## src/pkg/rct_cfg.svh

```systemverilog
// Constants of the reload/capture timer: counts, fixed reload values, reset values.
// Included by the rct_timer design module only; holds definitions only.
`ifndef RCT_CFG_SVH
`define RCT_CFG_SVH
`define RCT_CNT_W 16
`define RCT_PCLK_DIV 12
`define RCT_DIV_W 4
`define RCT_ALL_ONES 16'hffff
`define RCT_ZERO 16'h0000
`define RCT_CNT_RESET 16'h0000
`define RCT_RC_RESET 16'h0000
`define RCT_DIV_LAST 4'hb
`endif

```

## src/pkg/rct_pkg.sv

```systemverilog
// Types shared by the reload/capture timer modules.
// Assumes rct_cfg.svh is on the include path.
package rct_pkg;
  typedef enum logic [1:0] {
    RCT_MODE_RELOAD = 2'h1,
    RCT_MODE_CAPTURE = 2'h2
  } rct_mode_t;
endpackage
```

## src/pkg/rct_edge_if.sv

```systemverilog
// Interface carrying the synchronised trigger pin level and its edge events.
// Driven by the edge detector, read by the timer core on the same clock.
`timescale 1ns/1ps
interface rct_edge_if;
  logic level;
  logic rise;
  logic fall;
  modport src (output level, output rise, output fall);
  modport dst (input level, input rise, input fall);
endinterface

```

## src/design/rct_edge_det.sv

```systemverilog
// Synchroniser and edge detector for the external trigger pin.
// Assumes the pin is asynchronous to ref_clk_in.
`timescale 1ns/1ps
module rct_edge_det (
  input wire logic ref_clk_in,
  input wire logic reset_n_in,
  input wire logic clk_en_in,
  input wire logic pin_in,
  rct_edge_if.src edge_if
);
  logic sync1_q;
  logic sync1_d;
  logic sync2_q;
  logic sync2_d;
  logic prev_q;
  logic prev_d;
  logic [1:0] fill_q;
  logic [1:0] fill_d;
  logic primed;

  always_comb begin
    sync1_d = sync1_q;
    sync2_d = sync2_q;
    prev_d = prev_q;
    fill_d = fill_q;
    if (clk_en_in) begin
      sync1_d = pin_in;
      sync2_d = sync1_q;
      prev_d = sync2_q;
      if (fill_q != 2'h3) begin
        fill_d = fill_q + 2'h1;
      end
    end
  end

  always_ff @(posedge ref_clk_in) begin
    if (!reset_n_in) begin
      sync1_q <= 1'b0;
      sync2_q <= 1'b0;
      prev_q <= 1'b0;
      fill_q <= 2'h0;
    end else begin
      sync1_q <= sync1_d;
      sync2_q <= sync2_d;
      prev_q <= prev_d;
      fill_q <= fill_d;
    end
  end

  // Edges count only once the chain holds real pin samples, so a pin idling high
  // gives no false edge right after reset
  assign primed = fill_q == 2'h3;

  // One event per transition, seen in the cycle the synchronised level changes
  assign edge_if.level = sync2_q;
  assign edge_if.rise = clk_en_in & primed & sync2_q & ~prev_q;
  assign edge_if.fall = clk_en_in & primed & ~sync2_q & prev_q;
endmodule

```

## src/design/rct_timer.sv

```systemverilog
// Sixteen-bit reload/capture timer: auto-reload with optional up/down, or capture.
// Assumes a free-running ref_clk_in and an asynchronous external trigger pin.
//
// Operation
// - 16-bit count with two modes, auto-reload and single-channel capture.
// - Without prescaler the count advances once every twelve clocks.
// - Counting continues while run enable is set, never stops itself.
// - Up-only reload mode counts up from reload value, overflows after ffff.
// - Up-only reload also optionally triggered by a selected pin edge.
// - Up-counting reload value comes from the reload/capture register.
// - Up-only reload mode raises interrupt on every reload.
// - With up/down enabled in reload mode the pin level selects count direction.
// - Up/down enabled in reload mode never raises an interrupt.
// - Counting down reloads ffff after reaching the reload/capture value.
// - Down-count reload comes only from underflow, never a pin edge.
// - Capture mode counts up from zero and reloads zero on overflow.
// - Capture mode copies count into reload/capture register on selected edge.
// - Capture mode interrupts on both reload and capture.
`timescale 1ns/1ps
`include "rct_cfg.svh"
module rct_timer #(
  parameter int CNT_W = `RCT_CNT_W
) (
  input wire logic ref_clk_in,
  input wire logic reset_n_in,
  input wire logic clk_en_in,
  input wire logic run_in,
  input wire logic capture_mode_in,
  input wire logic updown_en_in,
  input wire logic prescaler_off_in,
  input wire logic edge_reload_en_in,
  input wire logic edge_rising_in,
  input wire logic ext_trigger_pin_in,
  input wire logic reload_wr_in,
  input wire logic [CNT_W-1:0] reload_data_in,
  input wire logic count_wr_in,
  input wire logic [CNT_W-1:0] count_data_in,
  input wire logic irq_clear_in,
  output logic [CNT_W-1:0] timer_count_reg_out,
  output logic [CNT_W-1:0] reload_capture_reg_out,
  output logic irq_out,
  output logic reload_flag_out,
  output logic capture_flag_out,
  output logic count_down_out
);
  localparam logic [CNT_W-1:0] ONES = CNT_W'(`RCT_ALL_ONES);
  localparam logic [CNT_W-1:0] ZERO = CNT_W'(`RCT_ZERO);

  rct_edge_if trig_if ();

  rct_edge_det rct_edge_det_inst (
    .ref_clk_in(ref_clk_in),
    .reset_n_in(reset_n_in),
    .clk_en_in(clk_en_in),
    .pin_in(ext_trigger_pin_in),
    .edge_if(trig_if)
  );

  ////////////////////////////////////////////////////////////////////////////
  // Prescaler: a tick every twelfth clock; with the prescaler on, every clock

  logic [`RCT_DIV_W-1:0] div_q;
  logic [`RCT_DIV_W-1:0] div_d;
  logic tick;

  always_comb begin
    div_d = div_q;
    tick = 1'b0;
    if (clk_en_in && run_in) begin
      if (!prescaler_off_in) begin
        tick = 1'b1;
        div_d = '0;
      end else if (div_q == `RCT_DIV_LAST) begin
        tick = 1'b1;
        div_d = '0;
      end else begin
        div_d = div_q + 1'b1;
      end
    end
  end

  always_ff @(posedge ref_clk_in) begin
    if (!reset_n_in) begin
      div_q <= '0;
    end else begin
      div_q <= div_d;
    end
  end

  ////////////////////////////////////////////////////////////////////////////
  // Count, reload/capture register and events

  rct_pkg::rct_mode_t mode;
  logic [CNT_W-1:0] cnt_q;
  logic [CNT_W-1:0] cnt_d;
  logic [CNT_W-1:0] rc_q;
  logic [CNT_W-1:0] rc_d;
  logic down;
  logic sel_edge;
  logic reload_ev;
  logic capture_ev;

  assign mode = capture_mode_in ? rct_pkg::RCT_MODE_CAPTURE : rct_pkg::RCT_MODE_RELOAD;
  assign down = updown_en_in && !trig_if.level;
  assign sel_edge = edge_rising_in ? trig_if.rise : trig_if.fall;

  always_comb begin
    cnt_d = cnt_q;
    rc_d = rc_q;
    reload_ev = 1'b0;
    capture_ev = 1'b0;
    case (mode)
      rct_pkg::RCT_MODE_CAPTURE: begin
        if (run_in && sel_edge) begin
          rc_d = cnt_q;
          capture_ev = 1'b1;
        end
        if (tick) begin
          if (cnt_q == ONES) begin
            cnt_d = ZERO;
            reload_ev = 1'b1;
          end else begin
            cnt_d = cnt_q + 1'b1;
          end
        end
      end
      rct_pkg::RCT_MODE_RELOAD: begin
        if (down) begin
          if (tick) begin
            if (cnt_q == rc_q) begin
              cnt_d = ONES;
              reload_ev = 1'b1;
            end else begin
              cnt_d = cnt_q - 1'b1;
            end
          end
        end else if (run_in && !updown_en_in && edge_reload_en_in && sel_edge) begin
          cnt_d = rc_q;
          reload_ev = 1'b1;
        end else if (tick) begin
          if (cnt_q == ONES) begin
            cnt_d = rc_q;
            reload_ev = 1'b1;
          end else begin
            cnt_d = cnt_q + 1'b1;
          end
        end
      end
      default: begin
        cnt_d = cnt_q;
      end
    endcase
    if (!clk_en_in) begin
      cnt_d = cnt_q;
      rc_d = rc_q;
      reload_ev = 1'b0;
      capture_ev = 1'b0;
    end else begin
      // Software writes lose to an event in the same cycle: a reload/capture write to a capture, so no sample is dropped, and a count write to a reload
      if (reload_wr_in && !capture_ev) begin
        rc_d = reload_data_in;
      end
      if (count_wr_in && !reload_ev) begin
        cnt_d = count_data_in;
      end
    end
  end

  always_ff @(posedge ref_clk_in) begin
    if (!reset_n_in) begin
      cnt_q <= CNT_W'(`RCT_CNT_RESET);
      rc_q <= CNT_W'(`RCT_RC_RESET);
    end else begin
      cnt_q <= cnt_d;
      rc_q <= rc_d;
    end
  end

  ////////////////////////////////////////////////////////////////////////////
  // Sticky flags and the registered count direction; a new event wins over a clear in the same cycle

  logic irq_q;
  logic irq_d;
  logic rel_q;
  logic rel_d;
  logic cap_q;
  logic cap_d;
  logic dir_q;
  logic dir_d;
  logic irq_ev;

  // Up/down operation suppresses interrupts entirely
  assign irq_ev = (reload_ev || capture_ev) && !(mode == rct_pkg::RCT_MODE_RELOAD &&
                  updown_en_in);

  always_comb begin
    irq_d = irq_q;
    rel_d = rel_q;
    cap_d = cap_q;
    dir_d = dir_q;
    if (clk_en_in) begin
      dir_d = down && (mode == rct_pkg::RCT_MODE_RELOAD);
      if (irq_clear_in) begin
        irq_d = 1'b0;
        rel_d = 1'b0;
        cap_d = 1'b0;
      end
      if (irq_ev) begin
        irq_d = 1'b1;
      end
      if (reload_ev) begin
        rel_d = 1'b1;
      end
      if (capture_ev) begin
        cap_d = 1'b1;
      end
    end
  end

  always_ff @(posedge ref_clk_in) begin
    if (!reset_n_in) begin
      irq_q <= 1'b0;
      rel_q <= 1'b0;
      cap_q <= 1'b0;
      dir_q <= 1'b0;
    end else begin
      irq_q <= irq_d;
      rel_q <= rel_d;
      cap_q <= cap_d;
      dir_q <= dir_d;
    end
  end

  assign timer_count_reg_out = cnt_q;
  assign reload_capture_reg_out = rc_q;
  assign irq_out = irq_q;
  assign reload_flag_out = rel_q;
  assign capture_flag_out = cap_q;
  assign count_down_out = dir_q;
endmodule

```

## config.mk

```make
export PLATFORM = sky130hd
export DESIGN_NAME = rct_timer
export DESIGN_NICKNAME = d
export VERILOG_FILES = /design/src/pkg/rct_pkg.sv /design/src/pkg/rct_edge_if.sv /design/src/design/rct_edge_det.sv /design/src/design/rct_timer.sv
export VERILOG_INCLUDE_DIRS = /design/src /design/src/pkg
export SDC_FILE = /design/constraint.sdc
export NUM_CORES = 1
export LEC_CHECK = 0
export BUFFER_PORTS_ARGS = -buffer_cell sky130_fd_sc_hd__buf_4
export CAP_MARGIN = 20
export CORE_MARGIN = 2
export CORE_UTILIZATION = 40
export CTS_BUF_LIST = sky130_fd_sc_hd__clkbuf_4
export CTS_CLUSTER_SIZE = 40
export DETAILED_ROUTE_END_ITERATION = 8
export PLACE_DENSITY = 0.64
export SLEW_MARGIN = 25
export SYNTH_ARGS = -nofsm -noshare
export SYNTH_HDL_FRONTEND = slang
export SYNTH_SLANG_ARGS = --single-unit
export TNS_END_PERCENT = 20
```

## constraint.sdc

```tcl
create_clock -name ref_clk_in -period 2.4 [get_ports ref_clk_in]
set_clock_uncertainty 0.2 [all_clocks]
set_input_delay 0.48 -clock ref_clk_in [delete_from_list [all_inputs] [get_ports ref_clk_in]]
set_output_delay 0.48 -clock ref_clk_in [all_outputs]
set_load 0.005 [all_outputs]
```

Yosys cells after proc, flatten, opt, wreduce, memory -nomap -nowiden

Index checks and enable logic that the tools add are counted.
W data, S select, Z words.

Add/subtract/negate cells: 4
Multiply operators: 0
Div/mod/pow operators: 0
Order comparisons: 0
Eq/ne operators: 10
Shift operators: 0
Multiplexer cells: 35
Bitwise gates (word level): 7
Reduce and logical (&&, ||, !) cells: 29

Operator list:

| kind                    | count |
|---|---|
| $mux W16                | 12 |
| $pmux W16 S2            | 1 |
| $mux W1                 | 18 |
| $add A16 B1 Y16 const B | 1 |
| $eq A16 B16 Y1          | 1 |
| $eq A16 B16 Y1 const B  | 1 |
| $sub A16 B1 Y16 const B | 1 |
| $logic_and A1 B1 Y1     | 11 |
| $reduce_bool A2 Y1      | 5 |
| $mux W4                 | 2 |
| $ne A4 B4 Y1 const B    | 2 |
| $reduce_and A2 Y1       | 4 |
| $and A1 B1 Y1           | 5 |
| $logic_not A1 Y1        | 5 |
| $reduce_and A5 Y1       | 1 |
| $add A4 B1 Y4 const B   | 1 |
| $eq A2 B2 Y1 const B    | 2 |
| $eq A4 B4 Y1 const B    | 1 |
| $ne A3 B3 Y1 const B    | 1 |
| $reduce_and A3 Y1       | 1 |
| $reduce_bool A3 Y1      | 1 |
| $add A2 B1 Y2 const B   | 1 |
| $eq A2 B1 Y1 const B    | 1 |
| $mux W2                 | 1 |
| 4 further kinds         | 5 |

Bits in registers: 45
Latch bits: 0
Bits in writable memories: 0
Memory bits (read-only): 0
Bits of input ports: 45
Word-level logic and storage cells: 96
Memories kept: 0

Longest topological paths before layout

Gate-level depths: netlist of run 1.

Depth in word-level cells: 14
Gate-level depth with buffers: 10
Gate-level depth less buffers: 9

Cells and area by module

From an unflattened synthesis of run 1, not the netlist that was laid out.

Cells, all modules: 439
Area total of the unflattened synthesis: 3508.4 µm²

By module, submodules not included:

| module       | times used | cells each | area an instance (µm²) |
|---|---|---|---|
| rct_timer    | 1          | 416        | 3265.6 |
| rct_edge_det | 1          | 23         | 242.7 |

Worst setup path after synthesis of run 1

Ideal clock, no wire load.

Path type: input -> register
From: input port edge_rising_in
To: register cnt_q[2] (netlist: timer_count_reg_out[2])
Library setup time: 0.137 ns
Arrival time: 2.291 ns
Data required time: 2.063 ns
Slack: -0.228 ns
Stages: 7
Buffers on the path: 0
Cells stage by stage: or3b_4 a2111oi_4 nor2_1 o31ai_1 nand2_1 a2111oi_0 o32ai_1

Cells in the longest elaborated chain, start to end: 9
Elaborated cells on any way between the ends: 16

Ends and longest elaborated chain:

| what                                                  | RTL line         | RTL |
|---|---|---|
| start, declared                                       | rct_timer.sv:32  | `input wire logic edge_rising_in,` |
| $mux W1 *                                             | rct_timer.sv:105 | `assign sel_edge = edge_rising_in ? trig_if.rise : trig_if.fall;` |
| $logic_and A1 B1 Y1 *                                 | rct_timer.sv:137 | `end else if (run_in && !updown_en_in && edge_reload_en_in && sel_edge) begin` |
| $mux W1                                               | rct_timer.sv:137 |  |
| $mux W1                                               | rct_timer.sv:128 | `if (down) begin` |
| $pmux W1 S2                                           | rct_timer.sv:112 | `case (mode)` |
| $logic_not A1 Y1                                      | rct_timer.sv:163 | `if (count_wr_in && !reload_ev) begin` |
| $logic_and A1 B1 Y1                                   | rct_timer.sv:163 |  |
| $ne A4 B4 Y1 (no source line) (tied with other cells) | -                |  |
| $reduce_and A5 Y1 (no source line)                    | -                |  |
| end signal, assigned                                  | rct_timer.sv:171 | `` cnt_q <= CNT_W'(`RCT_CNT_RESET); `` |
| end signal, assigned                                  | rct_timer.sv:174 | `cnt_q <= cnt_d;` |
| end, declared                                         | rct_timer.sv:94  | `logic [CNT_W-1:0] cnt_q;` |

Mark *: on every way between the ends. The rest lies on a longest branch, timed or not.
A chain may end at the register's enable or synchronous reset.

Final worst setup path of run 1

From: register cnt_q[0] (netlist: timer_count_reg_out[0])
To: register cnt_q[6] (netlist: timer_count_reg_out[6])

Cells in the longest elaborated chain, start to end: 10
Elaborated cells on any way between the ends: 28

Ends and longest elaborated chain:

| what |
|---|
| branches (longest 10 deep; another with $add A16 B1 Y16) |

Several ways; the timed one is not identified. The select of a mux whose other input is x is not followed.

==> impl_results.md, run 1 <==
- Clock power frac: 18.4%
- DR vias: around 4000
- Fmax: 387 MHz
- Multi-input logic area: roughly 2600 µm²
- Global route total overflow: 0
- Hold_sp: ext_trigger_pin_in
- Sequential power share: between 30% and 40%
- Ys async rst share: 0%
- Worst-Skew Late Latency: roughly 0.38 ns
- Run status: finished with violations
- DPL Wire Length: approximately 10000 µm
- Die height: just under 100 µm
- Vias in the first global route: 4040
- Fin. Hold Viols: 0
- Max Root-Sink Buffers: 2
- GRT Util Overall: 27.2%
- CTS tree: built
- Hold Crit Depth: 3
- PD cells: between 400 and 500 nW/µm²
- Worst hold margin: about 0.13 ns
- Initial core utilization: 41.6%
- Leak: around 2.4 nW
- Post-synth EDFFs: 0
- Worst R2R Start: timer_count_reg_out[0]
- Commonest non-fill, non-tap cell in the layout: buf_4
- Fin crit share: 108%
- RSZ-0062 raised after global routing: true
- # rows: 33
- Drt first pass iters: 5
- Net count after synthesis: slightly below 500
- Post-route setup slack: -0.187 ns
- Synth Register Bits: between 40 and 50
- Nets: a little under 700
- Num CTS Buffers: 5
- CTS root buffer: clkbuf_4
- Largest net degree at the start of global routing: 33
- Switch Pwr: approximately 790 µW
- Sw Share: 35.9%
- Maxcap violations: 0
- Worst EP required: 2.51 ns
- Worst R2R Path Depth: 10
- Synthesized instance count: ~450
- Gpl congestion: about 0.99
- Via density: 5.57
- Worst VDD drop: 0.000227 V
- # DRC: 0
- I/O pin count: a little over 80
- Internal: ~1.4 mW
- Register area: between 900 and 1000 µm²
- Post-synthesis cell type count: 65
- Post-Route WL: between 10000 and 15000 µm
- CP Launch Type: flop
- Crit path time final: around 2.6 ns
- Total Power: around 2.2 mW
- Reg2Reg Capture Point: timer_count_reg_out[6]
- Slew margin rel.: 68.6%
- Mapped cell area: 3450 µm²
- PortBufs: 80
- Layout cells sized above 1: 44.8%
- HP Class: primary input to flop
- Fillcell total: 727
- Die width: 96.9 µm
- Combinational Power Share: between 40% and 50%
- Setup violators final: 16
- Ys flop type: dfxtp_1
- Worst slew pin tran: ~0.47 ns
- Crit Path Class: flop to flop
- Syn-to-layout area delta: 57.5%
- Failing checks: negative setup slack
- Ys Warns: 0
- Initial antenna violation count: 0
- WL/cell: between 15 and 20 µm
- CP max FO: 6
- Seq/Total Area, Yosys: between 20% and 30%
- Clk sink count: 45
- Hold Buf Count CTS: 0
- Detail Route Antenna Nets: 0
- Core Region: 8300 µm²
- Worst-path clk slew: approximately 0.15 ns
- R2r setup slk: -0.19 ns
- Ant diodes: 0
- First-pass GRT wire length: ~21000 µm
- Arrival time worst endpoint: approximately 2.7 ns
- Critical path endpoint category: flop
- Syn_area_per_cell: between 7 and 8 µm²
- Die area: between 9000 and 10000 µm²
- Leading cell types in the layout, fill and taps excluded: buf_4 (205), nor2_1 (52), dfxtp_1 (35)
- Final Max Tran Viols: 0
- H-tree depth reported by CTS: 2
- Hold worst-path end: rct_edge_det_inst.sync1_q
- DRT iter0 DRCs: between 200 and 300
[stage by stage]
| step | TNS [ns] | cells | setup slack [ns] | util [%] | cell area, µm² |
|---|---|---|---|---|---|
| after floorplan | -1.21 | 448 | -0.112 | - | 3510 |
| after global placement | -6.61 | 717 | -0.366 | 60.6 | 5030 |
| after detailed placement | -8.49 | 717 | -0.434 | 60.6 | 5030 |
| after CTS | -1.36 | 730 | -0.148 | 62.6 | 5200 |
| after global routing | -2.64 | 737 | -0.234 | 65.5 | 5440 |
| final | -1.27 | 737 | -0.187 | 65.5 | 5440 |
[worst max-delay path, cell delays in order, from the launching register on]
cell and delay, ns:
dfxtp_4 0.40, buf_6 0.12, xor2_1 0.16, nor4_1 0.27, buf_4 0.16, nand4_1 0.11, buf_6 0.17, and2_4 0.18
a222oi_1 0.43, mux2i_2 0.14, a211oi_2 0.18
[timing repair]
action	4_1_cts	5_1_grt
resized for setup	23	40
pin swaps	11	24
cloned	1	1
endpoints found under the setup margin	18	34
endpoints found under the hold margin	0	0
setup buffers	4	7
[power groups by stage]
stage	Sequential, mW	Clock [mW]	Combinational (mW)
6_report	0.854	0.406	0.949
5_1_grt	0.860	0.428	1.03
4_1_cts	0.851	0.409	0.878
3_5_place_dp	0.867	0	0.856
3_3_place_gp	0.867	0	0.850
2_1_floorplan	0.857	0	0.450
[cell usage after synthesis (4+ instances only)]
cell / number / area, µm²
mux2i_1: 23 / 230
clkbuf_1: 26 / 97.6
a31oi_1: 8 / 50.1
o22a_1: 4 / 35.0
buf_2: 8 / 40.0
o32ai_1: 4 / 35.0
nand2b_1: 9 / 56.3
inv_1: 8 / 30.0
xnor2_1: 12 / 105
o21ai_1: 5 / 25.0
o211ai_1: 4 / 30.0
ha_1: 4 / 50.1
nor2_1: 54 / 203
nand2_1: 30 / 113
xor2_1: 28 / 245
nor4_1: 8 / 50.1
o21ai_0: 8 / 40.0
o221ai_1: 4 / 35.0
and3_1: 7 / 43.8
nand4_1: 7 / 43.8
a21oi_1: 21 / 105
buf_1: 5 / 18.8
nor3b_1: 4 / 30.0
dfxtp_1: 45 / 901
nand3_1: 23 / 115
nor3_1: 11 / 55.1
a211oi_1: 23 / 173
[sequential cells by signal (all words and copies together) (netlist names)]
register,flops
rct_edge_det_inst.fill_q,2
reload_flag_out,1
count_down_out,1
capture_flag_out,1
rct_edge_det_inst.prev_q,1
rct_edge_det_inst.sync1_q,1
div_q,4
rct_edge_det_inst.edge_if.level,1
reload_capture_reg_out,16
timer_count_reg_out,16
irq_out,1
[cell type report]
type | count | area share, %
multi-input cells | 353 | 47.5
repair buffers | 217 | 31.6
flip-flops and latches | 45 | 16.9
well taps | 105 | 2.42
clock buffers | 6 | 0.828
inverters | 9 | 0.621
clock inverters | 2 | 0.184
[per-layer routing]
layer,track usage (%),share of wire [%],vias up
li1,-,-,2005
met1,40.3,48,1934
met2,42.7,45,159
met3,3.47,6.4,10
met4,4.55,0.87,0
met5,0,0,-
[cells by family (layout without fill, tap and decap cells)]
kind of cell | after synthesis | after routing | synth area share, %
flip-flops | 45 | 45 | 26.1
multiplexers | 23 | 23 | 6.67
AND/OR/NAND/NOR | 174 | 174 | 25.7
adder cells (fa/ha/maj) | 4 | 4 | 1.45
buffers and inverters | 50 | 234 | 6.05
XOR/XNOR | 40 | 40 | 10.1
AO/OA/AOI/OAI | 112 | 112 | 23.9
[worst max path at each step]
stage	start	end	cells past startpoint
2_1_floorplan	edge_rising_in	timer_count_reg_out[6]	7
3_3_place_gp	edge_rising_in	timer_count_reg_out[2]	8
3_5_place_dp	edge_rising_in	timer_count_reg_out[4]	9
4_1_cts	timer_count_reg_out[1]	timer_count_reg_out[6]	10
5_1_grt	timer_count_reg_out[0]	timer_count_reg_out[6]	10
6_report	timer_count_reg_out[0]	timer_count_reg_out[6]	10
Power figures use the tool's default switching activity.
==> inputs of run 2 (changes only) <==
ABC_AREA = 1   (was not set)
PLACE_DENSITY = 0.63   (was 0.64)
SYNTH_HIERARCHICAL = 1   (was not set)
==> impl_results.md, run 2 <==
- Worst hold margin: 0.129 ns (was 0.128 ns)
- DRT iter0 DRCs: 201 (was 280)
- DR vias: 4499 (was 4108)
- PD cells: 405 nW/µm² (was 406 nW/µm²)
- Largest stage delay, worst path: 0.39 ns (was 0.43 ns)
- Net count after synthesis: 705 (was 497)
- Clk sink count: 45 (unchanged)
- Arrival time worst endpoint: 2.42 ns (was 2.70 ns)
- DPL Wire Length: 10000 µm (was 10100 µm)
- Largest net degree at the start of global routing: 33 (unchanged)
- Vias in the first global route: 4127 (was 4040)
- Seq/Total Area, Yosys: 23.7% (was 26.1%)
- CTS tree: built (unchanged)
- Mapped cell area: 3790 µm² (was 3450 µm²)
- Ys async rst share: 0% (unchanged)
- Drt first pass iters: 5 (unchanged)
- Fmax: 426 MHz (was 387 MHz)
- Ys flop type: dfxtp_1 (unchanged)
- Hold Buf Count CTS: 0 (unchanged)
- Synth cell count leaders: nand2_1 (235), nor2_1 (82), nand3_1 (70) (was nor2_1 (54), dfxtp_1 (45), nand2_1 (30))
- Fin. Hold Viols: 0 (unchanged)
- Crit Path Class: flop to flop (unchanged)
- Synth Register Bits: 45 (unchanged)
- Crit path time final: 2.35 ns (was 2.59 ns)
- First-pass GRT wire length: 20800 µm (was 20900 µm)
- Post-synthesis cell type count: 34 (was 65)
- Leak: 2.33 nW (was 2.44 nW)
- # rows: 35 (was 33)
- Number of cells after detailed placement: 874 (was 717)
- Worst slew pin tran: 0.537 ns (was 0.469 ns)
- Final Max Tran Viols: 0 (unchanged)
- Initial antenna violation count: 0 (unchanged)
- Synth area leaders: dfxtp_1 (24%), nand2_1 (23%), nand3_1 (9.2%) (was dfxtp_1 (26%), xor2_1 (7.1%), mux2i_1 (6.7%))
- Global route total overflow: 0 (unchanged)
- Die height: 101 µm (was 96.9 µm)
- Commonest non-fill, non-tap cell in the layout: nand2_1 (was buf_4)
- Post-Route WL: 13400 µm (was 13100 µm)
- CP max FO: 6 (unchanged)
- Detail Route Antenna Nets: 0 (unchanged)
- PortBufs: 80 (unchanged)
- H-tree depth reported by CTS: 2 (unchanged)
- Top-area cell type share of the netlist area: 23.7% (was 26.1%)
- Initial core utilization: 41.1% (was 41.6%)
- Core Region: 9240 µm² (was 8300 µm²)
- Die width: 101 µm (was 96.9 µm)
- Nets: 805 (was 680)
- Yosys top cell by area: dfxtp_1 (unchanged)
- Ant diodes: 0 (unchanged)
- Layout cells sized above 1: 26.7% (was 44.8%)
- Leading cell types in the layout, fill and taps excluded: nand2_1 (230), buf_4 (122), nor2_1 (75) (was buf_4 (205), nor2_1 (52), dfxtp_1 (35))
- Worst-path clk slew: 0.15 ns (about the same)
- Syn_area_per_cell: 5.78 µm² (was 7.71 µm²)
- Run status: completed (was finished with violations)
- GRT Util Overall: 25.7% (was 27.2%)
- CTS root buffer: clkbuf_4 (unchanged)
- CP max stage cell: dfxtp_4 (was a222oi_1)
- Post-synth EDFFs: 0 (unchanged)
- Worst path cell trace: ha_4, nand2_2, nor3_2, inv_1, o21ai_2, nand4_2, or2_4, nand4_4, nand2_2, nand2_4, clkbuf_16, nor2_1, nand2_1, a21oi_2 (was buf_6, xor2_1, nor4_1, buf_4, nand4_1, buf_6, and2_4, a222oi_1, mux2i_2, a211oi_2)
- Max Root-Sink Buffers: 2 (unchanged)
- HP Class: primary input to flop (unchanged)
- I/O pin count: 81 (unchanged)
- RSZ-0062 raised after global routing: true (unchanged)
- Setup violators final: 0 (was 16)
- Ys Warns: 6 (was 0)
- Worst EP required: 2.47 ns (was 2.51 ns)
- CP Launch Type: flop (unchanged)
- Num CTS Buffers: 5 (unchanged)
- Die area: 10300 µm² (was 9390 µm²)
- Worst-Skew Late Latency: 0.38 ns (about the same)
- Maxcap violations: 0 (unchanged)
- Via density: 5.08 (was 5.57)
- Critical path endpoint category: flop (unchanged)
- Slew margin rel.: 64.2% (was 68.6%)
- Finished Layout Cells: 886 (was 737)
- Fin crit share: 97.9% (was 108%)
- Synthesized instance count: 656 (was 448)
- # DRC: 0 (unchanged)
- Count leader, synth: nand2_1 (was nor2_1)
- Gpl congestion: 0.928 (was 0.988)
- WL/cell: 15.2 µm (was 17.8 µm)
- Cell repeated most along the worst path: nand2_2 (was buf_6)
- Syn-to-layout area delta: 30.2% (was 57.5%)
- Worst VDD drop: 0.000219 V (was 0.000227 V)
run 2: area by class of cell:
| type | count | area [µm²] |
|---|---|---|
| multi-input cells | 518 | 2510 |
| repair buffers | 131 | 1090 |
| flip-flops and latches | 45 | 910 |
| fillers | 984 | 4300 |
| clock buffers | 5 | 37.5 |
| clock inverters | 3 | 20.0 |
| well taps | 129 | 161 |
| inverters | 55 | 209 |
run 2: critical path: cells and delay by family, from the launching register on:
kind / cells / cell delay [ns]
flip-flops: 1 / 0.39
buffers and inverters: 2 / 0.25
AO/OA/AOI/OAI: 2 / 0.22
adder cells (fa/ha/maj): 1 / 0.15
AND/OR/NAND/NOR: 9 / 1.04
run 2: worst paths after layout:
path                            slack [ns]                   endpoint                         from  cells after the start
worst min register to register        0.28           capture_flag_out             capture_flag_out                      2
worst min-delay path                  0.13  rct_edge_det_inst/sync1_q           ext_trigger_pin_in                      3
worst max register to register        0.05     timer_count_reg_out[7]  rct_edge_det_inst/fill_q[0]                     14
worst max-delay path                  0.05     timer_count_reg_out[7]  rct_edge_det_inst/fill_q[0]                     14
run 2: cells by family after synthesis:
logic type,Yosys count,share of synthesized area [%]
AOI/OAI and AO/OA,69,10.2
DFF,45,23.7
adders and majority gates,4,1.32
buffers and inverters,93,11.9
xor gates and xnor gates,19,4.39
and+or+nand+nor,426,48.5
run 2: per-layer routing:
metal | global-route usage, % | up-vias | routed length (µm)
met5 | 0 | - | 0
met4 | 7.59 | 0 | 276
met3 | 2.90 | 22 | 607
met2 | 44.7 | 139 | 6540
met1 | 33.4 | 2048 | 6000
li1 | - | 2290 | -
run 2: metrics by stage:
step	util, %	cell area (µm²)	worst slack [ns]	TNS [ns]	power (mW)
2_1_floorplan	-	3790	0.137	0	1.29
3_3_place_gp	51.2	4730	0.0729	0	1.57
3_5_place_dp	51.2	4730	0.0218	0	1.57
4_1_cts	51.8	4780	0.0187	0	1.98
5_1_grt	53.5	4940	-0.0617	-0.703	2.13
6_report	53.5	4940	0.0509	0	2.00
run 2: where the power goes:
part           switching (mW)  internal (mW)
logic                   0.414          0.330
clock network           0.289          0.115
registers              0.0602          0.791
run 2: timing repair:
action                     4_1_cts  5_1_grt
hold endpoints to repair         0        0
buffers inserted                 0        1
resized for setup                0       31
setup endpoints to repair        0       16
==> inputs of run 3 (changes only) <==
CORE_UTILIZATION = 45   (was 40)
PLACE_DENSITY = 0.7   (was 0.63)
==> impl_results.md, run 3 (synthesized netlist as in run 2, its figures left out) <==
- Final Max Tran Viols: 0 (unchanged)
- CP max FO: 21 (was 6)
- Leading cell types in the layout, fill and taps excluded: nand2_1 (235), buf_4 (130), nor2_1 (74) (was nand2_1 (230), buf_4 (122), nor2_1 (75))
- Worst-path clk slew: 0.15 ns (about the same)
- CP max stage cell: dfxtp_2 (was dfxtp_4)
- Worst EP required: 2.43 ns (was 2.47 ns)
- CTS tree: built (unchanged)
- # rows: 33 (was 35)
- H-tree depth reported by CTS: 2 (unchanged)
- Maxcap violations: 0 (unchanged)
- Crit path time final: 2.32 ns (was 2.35 ns)
- Post-Route WL: 12600 µm (was 13400 µm)
- Gpl congestion: 0.958 (was 0.928)
- Drt first pass iters: 5 (unchanged)
- Fin. Hold Viols: 0 (unchanged)
- DRT iter0 DRCs: 280 (was 201)
- Largest net degree at the start of global routing: 33 (unchanged)
- Largest stage delay, worst path: 0.39 ns (about the same)
- Critical path endpoint category: flop (unchanged)
- Layout cells sized above 1: 28.6% (was 26.7%)
- Core Region: 8180 µm² (was 9240 µm²)
- Syn-to-layout area delta: 32.3% (was 30.2%)
- CP Launch Type: flop (unchanged)
- Crit Path Class: flop to flop (unchanged)
- Sequential power share: 39.3% (was 42.6%)
- Die width: 95.8 µm (was 101 µm)
- WL/cell: 14.5 µm (was 15.2 µm)
- Worst path cell trace: ha_4, nand2_1, nor3_2, inv_1, o21ai_2, nand4_2, or2_4, nand4_4, nand2_2, nand2_4, buf_12, nor2_1, nand2_1, a21oi_2 (was ha_4, nand2_2, nor3_2, inv_1, o21ai_2, nand4_2, or2_4, nand4_4, nand2_2, nand2_4, clkbuf_16, nor2_1, nand2_1, a21oi_2)
- CTS root buffer: clkbuf_4 (unchanged)
- Combinational Power Share: 33.6% (was 37.2%)
- Number of cells after detailed placement: 856 (was 874)
- Register area: 917 µm² (was 910 µm²)
- Commonest non-fill, non-tap cell in the layout: nand2_1 (unchanged)
- Slew margin rel.: 47.4% (was 64.2%)
- HP Class: primary input to flop (unchanged)
- Detail Route Antenna Nets: 0 (unchanged)
- Vias in the first global route: 3939 (was 4127)
- Hold Buf Count CTS: 0 (unchanged)
- DPL Wire Length: 9810 µm (was 10000 µm)
- Sw Share: 34.0% (was 38.2%)
- Via density: 5.25 (was 5.08)
- Initial antenna violation count: 0 (unchanged)
- Clock power frac: 27.1% (was 20.2%)
- Arrival time worst endpoint: 2.35 ns (was 2.42 ns)
- Internal: 1.44 mW (was 1.24 mW)
- DR vias: 4560 (was 4499)
- I/O pin count: 81 (unchanged)
- Cell repeated most along the worst path: nand2_1 (was nand2_2)
- Finished Layout Cells: 868 (was 886)
- GRT Util Overall: 27.6% (was 25.7%)
- Global route total overflow: 0 (unchanged)
- Fillcell total: 813 (was 984)
- # DRC: 0 (unchanged)
- Num CTS Buffers: 5 (unchanged)
- Worst slew pin tran: 0.788 ns (was 0.537 ns)
- RSZ-0062 raised after global routing: true (unchanged)
- PD cells: 435 nW/µm² (was 405 nW/µm²)
- Worst hold margin: 0.124 ns (was 0.129 ns)
- Switch Pwr: 742 µW (was 763 µW)
- Worst VDD drop: 0.000324 V (was 0.000219 V)
- Setup violators final: 0 (unchanged)
- Multi-input logic area: 2550 µm² (was 2510 µm²)
- Setup TNS: 0 ns (unchanged)
- Nets: 811 (was 805)
- PortBufs: 80 (unchanged)
- Clk sink count: 45 (unchanged)
- Leak: 2.40 nW (was 2.33 nW)
- Max Root-Sink Buffers: 2 (unchanged)
- Fin crit share: 96.8% (was 97.9%)
- Run status: completed (unchanged)
- Initial core utilization: 46.4% (was 41.1%)
- Die height: 95.8 µm (was 101 µm)
- Worst-Skew Late Latency: 0.37 ns (was 0.38 ns)
- Fmax: 431 MHz (was 426 MHz)
- Ant diodes: 0 (unchanged)
- Die area: 9180 µm² (was 10300 µm²)
- First-pass GRT wire length: 19900 µm (was 20800 µm)
- Total Power: 2.18 mW (was 2.00 mW)
[run 3: cell types whose count changed in the layout (fill, tap and decap cells not counted), sizes merged]
cell      change
clkinvlp      -1
buf           +7
clkbuf        -1
inv           -1
bufinv        +2
[run 3: layer usage]
layer  track usage [%]  wire length [µm]  up-vias
li1                  -                 -     2299
met1              42.4              6110     2007
met2              40.3              5180      225
met3              2.82               948       29
met4              8.33               350        0
met5                 0                 0        -
[run 3: timing repair]
action                     in CTS  in global routing
resized for setup               4                 40
gates cloned                    0                  1
buffers inserted                0                  3
setup endpoints to repair      12                 16
pin swaps                       0                  7
[run 3: path summary, 6_finish.rpt]
path | from | end | slack [ns] | cells after the start
setup / recovery | rct_edge_det_inst/fill_q[1] | timer_count_reg_out[8] | 0.08 | 14
hold / removal | ext_trigger_pin_in | rct_edge_det_inst/sync1_q | 0.12 | 3
setup reg to reg | rct_edge_det_inst/fill_q[1] | timer_count_reg_out[8] | 0.08 | 14
hold reg to reg | capture_flag_out | capture_flag_out | 0.29 | 2
[run 3: cell type report]
type / count / share of cell area [%]
sequential: 45 / 18.3
tap: 105 / 2.62
timing repair buffer: 137 / 22.1
inverter: 55 / 4.16
multi-input combinational: 518 / 50.8
clock buffer: 5 / 0.748
clock inverter: 3 / 1.30
[run 3: through the flow]
stage / utilization [%] / cell area [µm²] / setup WS (ns)
2_1_floorplan: - / 3790 / 0.137
3_3_place_gp: 57.7 / 4720 / 0.0521
3_5_place_dp: 57.7 / 4720 / -0.0152
4_1_cts: 59.1 / 4830 / 0.0143
5_1_grt: 61.4 / 5020 / -0.0196
6_report: 61.4 / 5020 / 0.0776
[run 3: power by group through the flow]
stage / sequential (mW) / clock [mW] / combinational [mW]
after floorplan: 0.843 / 0 / 0.445
after global placement: 0.867 / 0 / 0.688
after detailed placement: 0.867 / 0 / 0.696
after CTS: 0.852 / 0.608 / 0.699
after global routing: 0.864 / 0.631 / 0.816
final: 0.858 / 0.591 / 0.733
[run 3: critical path, delay by kind of cell (launching register included)]
family / cells / cell delay, ns
AND/OR/NAND/NOR: 9 / 0.99
flip-flops: 1 / 0.39
AO/OA/AOI/OAI: 2 / 0.22
buffers and inverters: 2 / 0.22
adder cells (fa/ha/maj): 1 / 0.15
